--- config.mk ---
export PLATFORM = sky130hd
export DESIGN_NAME = skdb_status_regs
export DESIGN_NICKNAME = d
export VERILOG_FILES = /design/src/common/skdb_pkg.sv /design/src/core/skdb_status_regs.sv /design/src/core/skdb_key_debounce.sv /design/src/core/skdb_spi_shift.sv
export SDC_FILE = /design/constraint.sdc
export NUM_CORES = 1
export LEC_CHECK = 0
export BUFFER_PORTS_ARGS = -buffer_cell sky130_fd_sc_hd__buf_4
export CAP_MARGIN = 10
export CORE_MARGIN = 2
export CORE_UTILIZATION = 35
export DETAILED_ROUTE_END_ITERATION = 8
export PLACE_DENSITY = 0.57
export SLEW_MARGIN = 20
export SYNTH_ARGS = -nofsm -noshare
export SYNTH_HDL_FRONTEND = slang
export SYNTH_SLANG_ARGS = --single-unit
--- constraint.sdc ---
create_clock -name clk_in -period 6 [get_ports clk_in]
set_input_delay 1.2 -clock clk_in [delete_from_list [all_inputs] [get_ports clk_in]]
set_output_delay 1.2 -clock clk_in [all_outputs]
set_load 0.1 [all_outputs]
--- src/common/skdb_pkg.sv ---
/*
  Shared types and constants for the status, key debounce and
  rate/limit configuration block.
  Assumes one 250 MHz clock and a synchronous active-high reset.
*/
package skdb_pkg;

  // Register addresses
  localparam logic [4:0] ADDR_RATE_CFG = 5'h05;
  localparam logic [4:0] ADDR_STATUS = 5'h08;

  // Command types, top three bits of the command byte
  localparam logic [2:0] CMD_READ = 3'h2;
  localparam logic [2:0] CMD_WRITE = 3'h3;
  localparam logic [2:0] CMD_DEL_IRQ = 3'h5;
  localparam int CMD_TYPE_MSB = 7;
  localparam int CMD_TYPE_LSB = 5;

  // Configuration register layout and reset values
  localparam int RATE_MSB = 7;
  localparam int RATE_LSB = 6;
  localparam int LIMIT_MSB = 5;
  localparam int LIMIT_LSB = 0;
  localparam logic [1:0] RATE_RESET = 2'h2;
  localparam logic [5:0] LIMIT_RESET = 6'h1C;
  localparam logic [5:0] LIMIT_MIN = 6'h0C;

  // Status register layout
  localparam int ST_WAKE = 7;
  localparam int ST_LOW = 6;
  localparam int ST_AUX = 5;
  localparam int ST_KEY_MSB = 4;
  localparam int ST_KEY_LSB = 0;

  // Divided tick: system cycles per divided clock period
  localparam logic [7:0] DCLK_DIV_CYCLES = 8'h08;
  // Debounce terminal count in divided clock periods (8195)
  localparam logic [13:0] DEBOUNCE_TERM = 14'h2003;
  localparam int NUM_KEYS = 5;
  localparam int SPI_BITS = 8;

  typedef enum logic [2:0] {
    MODE_OFF,
    MODE_IDLE,
    MODE_AUX,
    MODE_TX,
    MODE_RX,
    MODE_POLL
  } skdb_mode_t;

  typedef struct packed {
    logic [1:0] rate_range;
    logic [5:0] upper_limit;
  } skdb_cfg_t;

  typedef struct packed {
    logic wake;
    logic low_supply;
    logic aux_supply;
    logic [4:0] key_event_bit;
  } skdb_status_t;

  // Multiplier of the divided tick for each rate-range code
  function automatic logic [3:0] range_mult(input logic [1:0] code);
    unique case (code)
      2'h0: range_mult = 4'h8;
      2'h1: range_mult = 4'h4;
      2'h2: range_mult = 4'h2;
      default: range_mult = 4'h1;
    endcase
  endfunction

endpackage

--- src/core/skdb_status_regs.sv ---
/*
  Status register, rate/limit configuration register and key debounce
  logic, reached over the 4-wire serial interface.
  Assumes all pins are synchronous to clk_in; analog events arrive as
  levels from the supply monitors and the mode controller.
*/
// Notes on behaviour
// - Rate code 00,01,10,11 scales extended tick by 8,4,2,1; default 10.
// - Upper limit gives (value-1) extended ticks; reset 28; below 12 unusable.
// - Status register sits at address 8, readable serially.
// - Interrupt on wake or aux flag setting, or key event.
// - Status read clears wake, low and aux flags and the interrupt.
// - Wake flag records wake pin rising edge; forces supply and clock enables.
// - Low-supply flag set while supply monitor reports low output.
// - Aux flag set on off-to-aux or idle battery-to-aux switch.
// - In off mode key falling edge asserts reset and powers supplies.
// - After key wake and supplies ready, set key bit and interrupt.
// - Key event in active modes clears and starts the debounce counter.
// - At 8195 divided ticks update key bits, interrupt, stop counter.
// - Repeat event on same key before terminal count stops counter.
// - Event on another key before terminal count restarts counter.
// - Running debounce counter forces supply and clock enables.
// - Key interrupt cleared by status read or interrupt-clear command.
// - Command 101xxxxx drives interrupt output low.
// - Read command is 010 plus five-bit address, MSB first.
`timescale 1ns/10ps
`default_nettype none
module skdb_status_regs
  import skdb_pkg::*;
(
  input wire logic clk_in, // System clock, 250 MHz
  input wire logic srst_in, // Synchronous reset, high
  input wire logic cs_in, // Serial chip select, high
  input wire logic sck_in, // Serial clock
  input wire logic sdi_in, // Serial data in
  output logic sdo_out, // Serial data out
  output logic sdo_oe_out, // Serial data out enable
  input wire skdb_mode_t mode_in, // Operating mode
  input wire logic [NUM_KEYS-1:0] key_input_in, // Key pins
  input wire logic wake_pin_in, // Wake pin
  input wire logic low_supply_in, // Ext supply below threshold
  input wire logic aux_source_in, // Running from aux supply
  input wire logic supplies_ready_in, // Core supply valid, oscillator settled
  input wire logic limit_multiplier_in, // Limit multiplier select
  output logic irq_out, // Interrupt, high
  output logic reset_n_out, // Reset to host, low active
  output logic core_supplies_on_out, // Digital, analog, ext supplies on
  output logic ext_supply_enable_force_out, // Forces ext supply enable
  output logic clk_out_enable_force_out, // Forces clock output enable
  output logic extended_tick_out, // Extended tick pulse
  output logic [5:0] max_pulse_ticks_out, // Upper pulse limit in ticks
  output skdb_cfg_t cfg_out, // Configuration register
  output skdb_status_t status_out // Status register
);
  typedef enum logic [1:0] {
    SER_CMD,
    SER_READ,
    SER_WRITE,
    SER_SKIP
  } skdb_ser_t;

  skdb_ser_t ser_state;
  skdb_cfg_t cfg;
  skdb_status_t status;
  logic [7:0] dclk_cnt;
  logic dclk_tick;
  logic [4:0] xt_cnt, xt_period;
  logic [4:0] ser_addr;
  logic byte_valid;
  logic [7:0] rx_byte;
  logic tx_load;
  logic [7:0] tx_data;
  logic status_read;
  logic del_irq;
  logic db_running, db_update;
  logic [NUM_KEYS-1:0] db_level;
  logic [NUM_KEYS-1:0] key_prev;
  logic [NUM_KEYS-1:0] wake_keys;
  logic wake_prev, aux_prev;
  logic wake_pending;
  logic active_mode;
  logic wake_rise, aux_rise, key_fall;
  logic irq_pending;
  logic [5:0] limit_eff;

  // Register read value; unmapped addresses read zero
  function automatic logic [7:0] read_value(input logic [4:0] addr,
                                            input skdb_cfg_t c,
                                            input skdb_status_t s);
    if (addr == ADDR_RATE_CFG) begin
      read_value = c;
    end else if (addr == ADDR_STATUS) begin
      read_value = s;
    end else begin
      read_value = 8'h00;
    end
  endfunction

  assign active_mode = (mode_in != MODE_OFF);
  assign wake_rise = wake_pin_in && !wake_prev;
  assign aux_rise = aux_source_in && !aux_prev;
  assign key_fall = |(key_prev & ~key_input_in);
  assign cfg_out = cfg;
  assign status_out = status;
  assign irq_out = irq_pending;
  assign sdo_oe_out = cs_in;

  // Divided clock enable
  always_ff @(posedge clk_in) begin
    if (srst_in) begin
      dclk_cnt <= '0;
      dclk_tick <= 1'b0;
    end else begin
      dclk_tick <= (dclk_cnt == DCLK_DIV_CYCLES - 8'h01);
      if (dclk_cnt == DCLK_DIV_CYCLES - 8'h01) begin
        dclk_cnt <= '0;
      end else begin
        dclk_cnt <= dclk_cnt + 8'h01;
      end
    end
  end

  // Extended tick: divided ticks times range factor times multiplier
  assign xt_period = limit_multiplier_in ? {range_mult(cfg.rate_range), 1'b0}
                                         : {1'b0, range_mult(cfg.rate_range)};

  always_ff @(posedge clk_in) begin
    extended_tick_out <= 1'b0;
    if (srst_in) begin
      xt_cnt <= '0;
    end else if (dclk_tick) begin
      if (xt_cnt + 5'h01 >= xt_period) begin
        xt_cnt <= '0;
        extended_tick_out <= 1'b1;
      end else begin
        xt_cnt <= xt_cnt + 5'h01;
      end
    end
  end

  // Values below the minimum are not usable; clamp to it
  assign limit_eff = (cfg.upper_limit < LIMIT_MIN) ? LIMIT_MIN : cfg.upper_limit;

  always_ff @(posedge clk_in) begin
    if (srst_in) begin
      max_pulse_ticks_out <= LIMIT_RESET - 6'h01;
    end else begin
      max_pulse_ticks_out <= limit_eff - 6'h01;
    end
  end

  skdb_spi_shift u_shift (
    .clk_in(clk_in),
    .srst_in(srst_in),
    .cs_in(cs_in),
    .sck_in(sck_in),
    .sdi_in(sdi_in),
    .load_in(tx_load),
    .load_data_in(tx_data),
    .byte_valid_out(byte_valid),
    .byte_out(rx_byte),
    .sdo_out(sdo_out)
  );

  skdb_key_debounce u_debounce (
    .clk_in(clk_in),
    .srst_in(srst_in),
    .tick_in(dclk_tick),
    .enable_in(active_mode),
    .key_in(key_input_in),
    .running_out(db_running),
    .update_out(db_update),
    .level_out(db_level)
  );

  // Serial command decode and register access
  always_ff @(posedge clk_in) begin
    tx_load <= 1'b0;
    status_read <= 1'b0;
    del_irq <= 1'b0;
    if (srst_in) begin
      ser_state <= SER_CMD;
      ser_addr <= '0;
      tx_data <= '0;
      cfg <= '{rate_range: RATE_RESET, upper_limit: LIMIT_RESET};
    end else if (!cs_in) begin
      ser_state <= SER_CMD;
    end else if (byte_valid) begin
      unique case (ser_state)
        SER_CMD: begin
          ser_addr <= rx_byte[4:0];
          unique case (rx_byte[CMD_TYPE_MSB:CMD_TYPE_LSB])
            CMD_READ: begin
              ser_state <= SER_READ;
              tx_load <= 1'b1;
              tx_data <= read_value(rx_byte[4:0], cfg, status);
              status_read <= (rx_byte[4:0] == ADDR_STATUS);
            end
            CMD_WRITE: begin
              ser_state <= SER_WRITE;
              tx_load <= 1'b1;
              tx_data <= rx_byte;
            end
            CMD_DEL_IRQ: begin
              ser_state <= SER_SKIP;
              del_irq <= 1'b1;
            end
            default: begin
              ser_state <= SER_SKIP;
            end
          endcase
        end
        SER_READ: begin
          // Successive read of the next address
          ser_addr <= ser_addr + 5'h01;
          tx_load <= 1'b1;
          tx_data <= read_value(ser_addr + 5'h01, cfg, status);
          status_read <= (ser_addr + 5'h01 == ADDR_STATUS);
        end
        SER_WRITE: begin
          if (ser_addr == ADDR_RATE_CFG) begin
            cfg <= rx_byte;
          end
          ser_addr <= ser_addr + 5'h01;
          tx_load <= 1'b1;
          tx_data <= rx_byte;
        end
        SER_SKIP: begin
          ser_state <= SER_SKIP;
        end
      endcase
    end
  end

  // Edge history of the pins
  always_ff @(posedge clk_in) begin
    if (srst_in) begin
      key_prev <= '1;
      wake_prev <= 1'b0;
      aux_prev <= 1'b0;
    end else begin
      key_prev <= key_input_in;
      wake_prev <= wake_pin_in;
      aux_prev <= aux_source_in;
    end
  end

  // Wake from off mode and host reset
  always_ff @(posedge clk_in) begin
    if (srst_in) begin
      wake_pending <= 1'b0;
      wake_keys <= '0;
      reset_n_out <= 1'b1;
    end else if (mode_in == MODE_OFF && !wake_pending && key_fall) begin
      wake_pending <= 1'b1;
      wake_keys <= key_prev & ~key_input_in;
      reset_n_out <= 1'b0;
    end else if (wake_pending && supplies_ready_in) begin
      wake_pending <= 1'b0;
      reset_n_out <= !low_supply_in;
    end else if (!reset_n_out && supplies_ready_in && !low_supply_in) begin
      reset_n_out <= 1'b1;
    end
  end

  always_ff @(posedge clk_in) begin
    if (srst_in) begin
      core_supplies_on_out <= 1'b0;
    end else begin
      core_supplies_on_out <= active_mode || wake_pending;
    end
  end

  // Status flags; a set in the same cycle as a clear wins
  always_ff @(posedge clk_in) begin
    if (srst_in) begin
      status <= '{wake: 1'b0, low_supply: 1'b0, aux_supply: 1'b0,
                  key_event_bit: '0};
    end else begin
      if (status_read) begin
        status.wake <= 1'b0;
        status.low_supply <= 1'b0;
        status.aux_supply <= 1'b0;
      end
      if (wake_rise) begin
        status.wake <= 1'b1;
      end
      if (low_supply_in) begin
        status.low_supply <= 1'b1;
      end
      if (aux_rise && (mode_in == MODE_OFF || mode_in == MODE_IDLE)) begin
        status.aux_supply <= 1'b1;
      end
      if (wake_pending && supplies_ready_in) begin
        status.key_event_bit <= wake_keys;
      end else if (db_update) begin
        status.key_event_bit <= ~db_level;
      end
    end
  end

  // Interrupt: raised on new wake and aux flags and key events
  always_ff @(posedge clk_in) begin
    if (srst_in) begin
      irq_pending <= 1'b0;
    end else if ((wake_rise && !status.wake) ||
                 (aux_rise && !status.aux_supply &&
                  (mode_in == MODE_OFF || mode_in == MODE_IDLE)) ||
                 db_update || (wake_pending && supplies_ready_in)) begin
      irq_pending <= 1'b1;
    end else if (status_read || del_irq) begin
      irq_pending <= 1'b0;
    end
  end

  // Forced enables while woken by the wake pin or debouncing
  always_ff @(posedge clk_in) begin
    if (srst_in) begin
      ext_supply_enable_force_out <= 1'b0;
      clk_out_enable_force_out <= 1'b0;
    end else begin
      ext_supply_enable_force_out <= status.wake || db_running;
      clk_out_enable_force_out <= status.wake || db_running;
    end
  end
endmodule
`default_nettype wire

--- src/core/skdb_key_debounce.sv ---
/*
  Debounce counter for the five key inputs.
  Assumes tick_in is a one-cycle pulse once per divided clock period.
*/
`timescale 1ns/10ps
`default_nettype none
module skdb_key_debounce
  import skdb_pkg::*;
(
  input wire logic clk_in, // System clock
  input wire logic srst_in, // Synchronous reset
  input wire logic tick_in, // Divided clock enable
  input wire logic enable_in, // Active mode
  input wire logic [NUM_KEYS-1:0] key_in, // Key pins
  output logic running_out, // Counter running
  output logic update_out, // Terminal count pulse
  output logic [NUM_KEYS-1:0] level_out // Settled pin levels
);
  logic [NUM_KEYS-1:0] sync1, sync2, sync3, last_ev, ev;
  logic [13:0] count;

  assign ev = sync2 ^ sync3;

  // Sampled on the divided clock before edge detection
  always_ff @(posedge clk_in) begin
    if (srst_in) begin
      sync1 <= '1;
      sync2 <= '1;
      sync3 <= '1;
    end else if (tick_in) begin
      sync1 <= key_in;
      sync2 <= sync1;
      sync3 <= sync2;
    end
  end

  always_ff @(posedge clk_in) begin
    update_out <= 1'b0;
    if (srst_in) begin
      running_out <= 1'b0;
      count <= '0;
      last_ev <= '0;
      level_out <= '1;
    end else if (!enable_in) begin
      running_out <= 1'b0;
    end else if (tick_in) begin
      if (ev != '0) begin
        if (running_out && ev == last_ev) begin
          running_out <= 1'b0;
        end else begin
          running_out <= 1'b1;
          count <= '0;
          last_ev <= ev;
        end
      end else if (running_out) begin
        if (count + 14'h0001 == DEBOUNCE_TERM) begin
          running_out <= 1'b0;
          update_out <= 1'b1;
          level_out <= sync2;
        end
        count <= count + 14'h0001;
      end
    end
  end
endmodule
`default_nettype wire

--- src/core/skdb_spi_shift.sv ---
/*
  Byte shifter for the 4-wire serial interface, MSB first.
  Assumes pins are synchronous to clk_in and far slower than it.
*/
`timescale 1ns/10ps
`default_nettype none
module skdb_spi_shift
  import skdb_pkg::*;
(
  input wire logic clk_in, // System clock
  input wire logic srst_in, // Synchronous reset
  input wire logic cs_in, // Chip select, high active
  input wire logic sck_in, // Serial clock
  input wire logic sdi_in, // Serial data in
  input wire logic load_in, // Load next output byte
  input wire logic [7:0] load_data_in, // Next output byte
  output logic byte_valid_out, // Byte received pulse
  output logic [7:0] byte_out, // Received byte
  output logic sdo_out // Serial data out
);
  logic sck_prev;
  logic [2:0] bit_cnt;
  logic [7:0] rx_sr, tx_sr;

  assign sdo_out = tx_sr[7];

  always_ff @(posedge clk_in) begin
    byte_valid_out <= 1'b0;
    if (srst_in || !cs_in) begin
      sck_prev <= 1'b0;
      bit_cnt <= '0;
      rx_sr <= '0;
      tx_sr <= '0;
      byte_out <= '0;
    end else begin
      sck_prev <= sck_in;
      if (sck_in && !sck_prev) begin
        rx_sr <= {rx_sr[6:0], sdi_in};
        bit_cnt <= bit_cnt + 3'h1;
        if (bit_cnt == 3'(SPI_BITS - 1)) begin
          byte_valid_out <= 1'b1;
          byte_out <= {rx_sr[6:0], sdi_in};
        end
      end
      if (load_in) begin
        tx_sr <= load_data_in;
      end else if (!sck_in && sck_prev && bit_cnt != 3'h0) begin
        tx_sr <= {tx_sr[6:0], 1'b0};
      end
    end
  end
endmodule
`default_nettype wire

# After elaboration in Yosys (flattened, before gate mapping)
# Index checks and enable logic that the tools add are counted.
[classes] reduce_logical=70 n_lt_le_gt_ge=2 n_eq_ne=20 n_bitwise=13 n_addsub=6 muxes=43
[ops] op="two-way mux 8 bit" count=6
[ops] op="two-way mux 14 bit" count=3
[ops] op="one-hot mux 8 bit (3 select lines)" count=1
[ops] op="two-way mux 1 bit" count=20
[ops] op="two-way mux 5 bit" count=4
[ops] op="nonzero test 2 bit" count=10
[ops] op="one-hot mux 8 bit (2 select lines)" count=1
[ops] op="AND reduction 4 bit" count=4
[ops] op="equality test 5 x 3 -> 1 bit (second input constant)" count=3
[ops] op="logical AND 1 bit" count=15
[ops] op="adder 14 x 1 -> 14 bit (second input constant)" count=1
[ops] op="equality test 14 bit (second input constant)" count=1
[ops] op="OR reduction 2 bit" count=7
[ops] op="one-hot mux 4 bit (3 select lines)" count=1
[ops] op="nonzero test 3 bit" count=4
[ops] op="adder 5 x 1 -> 5 bit (second input constant)" count=2
[ops] op="equality test 5 x 4 -> 1 bit (second input constant)" count=2
[ops] op="zero test 1 bit" count=10
[ops] op="inverter 5 bit" count=2
[ops] op="one-hot mux 5 bit (2 select lines)" count=1
[ops] op="OR reduction 5 bit" count=2
[ops] op="inverter 1 bit" count=9
[ops] op="adder 8 x 1 -> 8 bit (second input constant)" count=1
[ops] op="equality test 8 x 3 -> 1 bit (second input constant)" count=1
[ops] op="27 further kinds" count=43
[word_totals] output_inout_bits=30 ff_bits=141 in_bits=18

# Depth between registers and ports, before layout
[logic_depth] ltp_word=8 mapped_depth=10 depth_no_buf=9

# By module
# A second synthesis with hierarchy kept.
[unflattened] cells_unflattened=799 area_unflattened_um2=6996.7
[by_module_without_submodules] module="skdb_status_regs" instances=1 area_each_um2=3643.5 cells_each=428 seq_area_each_um2=1441.4
[by_module_without_submodules] module="skdb_key_debounce" instances=1 area_each_um2=2163.3 cells_each=232 seq_area_each_um2=820.8
[by_module_without_submodules] module="skdb_spi_shift" instances=1 area_each_um2=1189.9 cells_each=139 seq_area_each_um2=560.5

# Least setup slack after synthesis
# No wires, ideal clock.
[synth_path] path_kind="register to register" from="reg u_debounce.count[1]" to="reg u_debounce.level_out[0]" slack_ns=3.207 path_buffers=2 arrival_ns=2.673 period_less_slack_ns=2.793 required_time_ns=5.880 setup_ns=0.120 path_stages_with_launch=10 path_cell_list="dfxtp_1 -> ha_1 -> nand3_4 -> nor2_1 -> xor2_1 -> or4b_1 -> buf_2 -> or4b_4 -> buf_6 -> a211o_1"
[synth_via] elab_chain_cells=3
[synth_rtl] item="from (decl)" line_no="skdb_key_debounce.sv:20" source="logic [13:0] count;"
[synth_rtl] item="from (signal assigned)" line_no="skdb_key_debounce.sv:61" source="count <= count + 14'h0001;"
[synth_rtl] item="adder 14 x 1 -> 14 bit" line_no="skdb_key_debounce.sv:56" source="if (count + 14'h0001 == DEBOUNCE_TERM) begin"
[synth_rtl] item="equality test 14 bit" line_no="skdb_key_debounce.sv:56"
[synth_rtl] item="AND reduction 5 bit (no line)"
[synth_rtl] item="to (signal assigned)" line_no="skdb_key_debounce.sv:59" source="level_out <= sync2;"
[synth_rtl] item="to (decl)" line_no="skdb_key_debounce.sv:17" source="output logic [NUM_KEYS-1:0] level_out"
# No other way between the ends.
# A chain may end at the register's enable or synchronous reset.

# Worst setup path in the final report
# Ends and elaborated chain as after synthesis.

==> impl_summary.txt <==
----------------------------------------------------
[Finish]
  Layout Cell Area excl Fill ... 7720 µm²
  Count of antenna diodes in the layout ... 0
  FF+latch area ... 2820 µm²
  Count of placed standard cells in the final layout, fillers left out ... 1064
  Layout overhead on the synthesized area ... 15.8%
  Multi-input logic area ... 3540 µm²
  Number of nets in the layout ... 856
  Share of post-route cells with drive strength above 1 ... 12.5%
  Fill cell instance count of the final layout ... 1894

[Detailed routing]
  Total length of routed wires ... 15700 µm
  Via count ... 5575
  Drt first pass iters ... 5
  Detail Route Antenna Nets ... 0
  Drt initial violations ... 404
  Number of vias per cell ... 5.24
  DR DRC count ... 0
  Final routed wire length divided by cell count ... 14.7 µm

[Power and ir drop]
  Power spent charging and discharging nets ... 505 µW
  Power Density ... 272 nW/µm²
  Maximum VDD drop ... 0.172 mV
  Overall power ... 2100 µW
  Internal power summed over all cells ... 1590 µW
  Sw Ratio ... 24.1%
  Sequential share of power ... 45.5%
  Gate power share ... 4.6%
  Static power due to leakage ... 0.00304 µW
  Clock network fraction of total power ... 49.9%

[Clock tree]
  Post-CTS setup buffer count ... 0
  Clk Latency, worst-skew pair ... 420 ps
  Cell at the root of the clock tree ... clkbuf_16
  CTS Sinks ... 141
  Number of hold-repair buffers added at the cts stage ... 0
  Maximum buffer depth of the clock tree ... 2
  Cells resized by post-CTS repair ... 0
  H-tree Lvls ... 4
  Clock Pin Slew Worst Setup and Hold Paths ... 60 ps
  TritonCTS clock tree ... done
  Number of clock buffers inserted by TritonCTS ... 17

[Worst setup path]
  Cells traversed along the worst timing path ... ha_1 -> nand3_4 -> nor2_1 -> xor2_1 -> or4b_1 -> or4b_4 -> a211o_1
  Critical path fanouts, max ... 8
  Path type of the worst setup path ... flip-flop to flip-flop
  Biggest cell delay along the critical path ... 700 ps
  Worst-case reg-to-reg path depth ... 7
  Cell family with most CP delay ... simple AND/OR/NAND/NOR gates
  Worst reg2reg path endpoint ... u_debounce.level_out[0]$_SDFFE_PP1P_
  Slowest stage cell on the critical path ... or4b_1
  Flop2flop setup slack ... 2890 ps
  WP data arrival ... 3410 ps
  Startpoint kind of the worst setup timing path ... flip-flop
  Worst path buffer plus inverter count ... 0
  CP endpoint kind ... flip-flop
  Critical path required time ... 6310 ps
  Startpoint of the lowest-slack register-to-register path ... u_debounce.count[1]$_SDFFE_PP0P_

[Synth]
  List of most frequent post-synthesis cells ... dfxtp_1, nand2_1, nor2_1
  Cell area after technology mapping ... 6670 µm²
  Fraction of the yosys area taken by sequential cells ... 42.4%
  Number of storage elements in the synthesis netlist ... 141
  Proportion of synthesized flip-flops having asynchronous set or reset ... 0%
  Cell count after synthesis ... 793
  Count of unique library cells instantiated by Yosys ... 69
  Most frequent cell after synthesis ... dfxtp_1
  Number of synthesized flops with an enable pin ... 0
  Warnings from Yosys ... 0
  Proportion of netlist area held by the largest area contributor ... 42.4%
  Net count after synthesis ... 832
  Leading register cell type out of synthesis ... dfxtp_1
  Mean cell area of the mapped netlist ... 8.40 µm²
  Cells taking the most area after synthesis ... dfxtp_1, nand2_1, a21oi_1
  Dominant cell type by area after synthesis ... dfxtp_1

[Timing]
  Fmax ... 322 MHz
  Unrepaired setup endpoints after global routing ... no
  Tightest Pin Transition ... 1010 ps
  Final setup violation count ... 0
  Fraction of the cycle the final worst path needs ... 51.8%
  Max transition margin ... 32.5%
  Final hold viol count ... 0
  Final Skew ... 7.69 ps
  Minimum period implied by the final worst setup slack ... 3110 ps
  Hold Slack ... 443 ps
  Total Negative Setup Slacks ... 0 ps
  Final Slew Violations ... 0

[Floorplan]
  Die X-Extent ... 142 µm
  Site Rows ... 50
  Effective utilization at floorplan ... 35.6%
  Die height ... 142 µm
  Number of top-level pins ... 48
  Floorplan Core Area ... 18700 µm²
  Die Footprint ... 20200 µm²

[Worst hold path]
  Hold path startpoint ... dclk_cnt[0]$_SDFF_PP0_
  Worst hold path type ... flip-flop to flip-flop
  Worst Hold End ... dclk_cnt[0]$_SDFF_PP0_
  Hold Crit Depth ... 1

[Place]
  Placer congestion estimate ... 0.810
  Half-perimeter wire length after placement ... 10800 µm
  DP Area ... 7120 µm²
  # port buffers ... 47
  Inst Count DP ... 1032

[Global route]
  Overflow left after global routing ... 0
  Number of global-route vias before repair ... 5148
  Initial antenna violation count ... 0
  Overall fraction of global-route tracks in use ... 16.3%
  Largest net degree at the start of global routing ... 72
  First-pass GRT wire length ... 26400 µm

[Outcome]
  Status ... finished clean

[Job]
  Max-cap viol count ... 0

----------------------------------------------------
metrics by stage:
step	util [%]	setup WS, ps
final	41.3	2890
after global routing	41.3	2730
after CTS	41.2	2910
after detailed placement	38.1	2840
after global placement	38.1	2850
after floorplan	-	3210
cell families after synthesis:
group | share of synthesized area [%]
muxes | 4.37
DFF | 42.4
buffers and inverters | 4.66
AOI/OAI and AO/OA | 16.8
adders and majority gates | 3.94
xor gates and xnor gates | 4.69
and+or+nand+nor | 23.2
cells in the final DEF, fill, tap and decap left out, types with 17 or more instances in the layout:
cell type  Yosys  routed
ha_1          21      21
a21oi_1       67      66
buf_4          3      51
clkbuf_16      0      17
dfxtp_1      141     141
inv_1         23      23
mux2i_1       28      28
nand3_1       29      29
nand2_1      130     130
nor2_1        83      83
o21ai_0       20      20
area by class of cell:
| cell class | count | area share (%) |
|---|---|---|
| Multi-Input combinational cell | 581 | 45.9 |
| Sequential cell | 141 | 36.6 |
| Clock buffer | 17 | 5.51 |
| Timing Repair Buffer | 51 | 4.96 |
| Tap cell | 234 | 3.79 |
| Clock inverter | 15 | 2.09 |
| Inverter | 25 | 1.22 |
power groups by stage:
stage | clock [µW] | combinational (µW) | sequential (µW)
after floorplan | 0 | 46.0 | 997
after global placement | 0 | 97.1 | 975
after detailed placement | 0 | 97.8 | 975
after CTS | 1070 | 97.9 | 954
after global routing | 1120 | 106 | 955
final | 1050 | 97.2 | 954
worst max-delay path by stage:
stage | slack (ps) | from | endpoint | depth (start not counted)
after global placement | 2850 | mode_in[0] | wake_keys[0]$_SDFFE_PP0P_ | 5
after CTS | 2910 | u_debounce.count[1]$_SDFFE_PP0P_ | u_debounce.level_out[0]$_SDFFE_PP1P_ | 7
final | 2890 | u_debounce.count[1]$_SDFFE_PP0P_ | u_debounce.level_out[0]$_SDFFE_PP1P_ | 7
after global routing | 2730 | u_debounce.count[1]$_SDFFE_PP0P_ | u_debounce.level_out[2]$_SDFFE_PP1P_ | 7
after detailed placement | 2840 | mode_in[0] | wake_keys[0]$_SDFFE_PP0P_ | 5
after floorplan | 3210 | u_debounce.count[1]$_SDFFE_PP0P_ | u_debounce.level_out[0]$_SDFFE_PP1P_ | 9
sequential cells by signal (all words and copies together), names as in the netlist, 6 cells and up:
name and flops:
status_out 8, u_shift.rx_sr 7, tx_data 8, u_shift.tx_sr 8, cfg_out 8, u_shift.byte_out 8, u_debounce.count 14, max_pulse_ticks_out 6
dclk_cnt 8
layer usage:
layer	share of wire, %	global-route usage (%)	wire length (µm)
met5	0	0	0
met3	3.9	4.07	605
met4	0.84	4.47	131
met1	51	22.8	7940
met2	45	25.1	7010
Note: power is estimated with default switching activity, not from simulation.
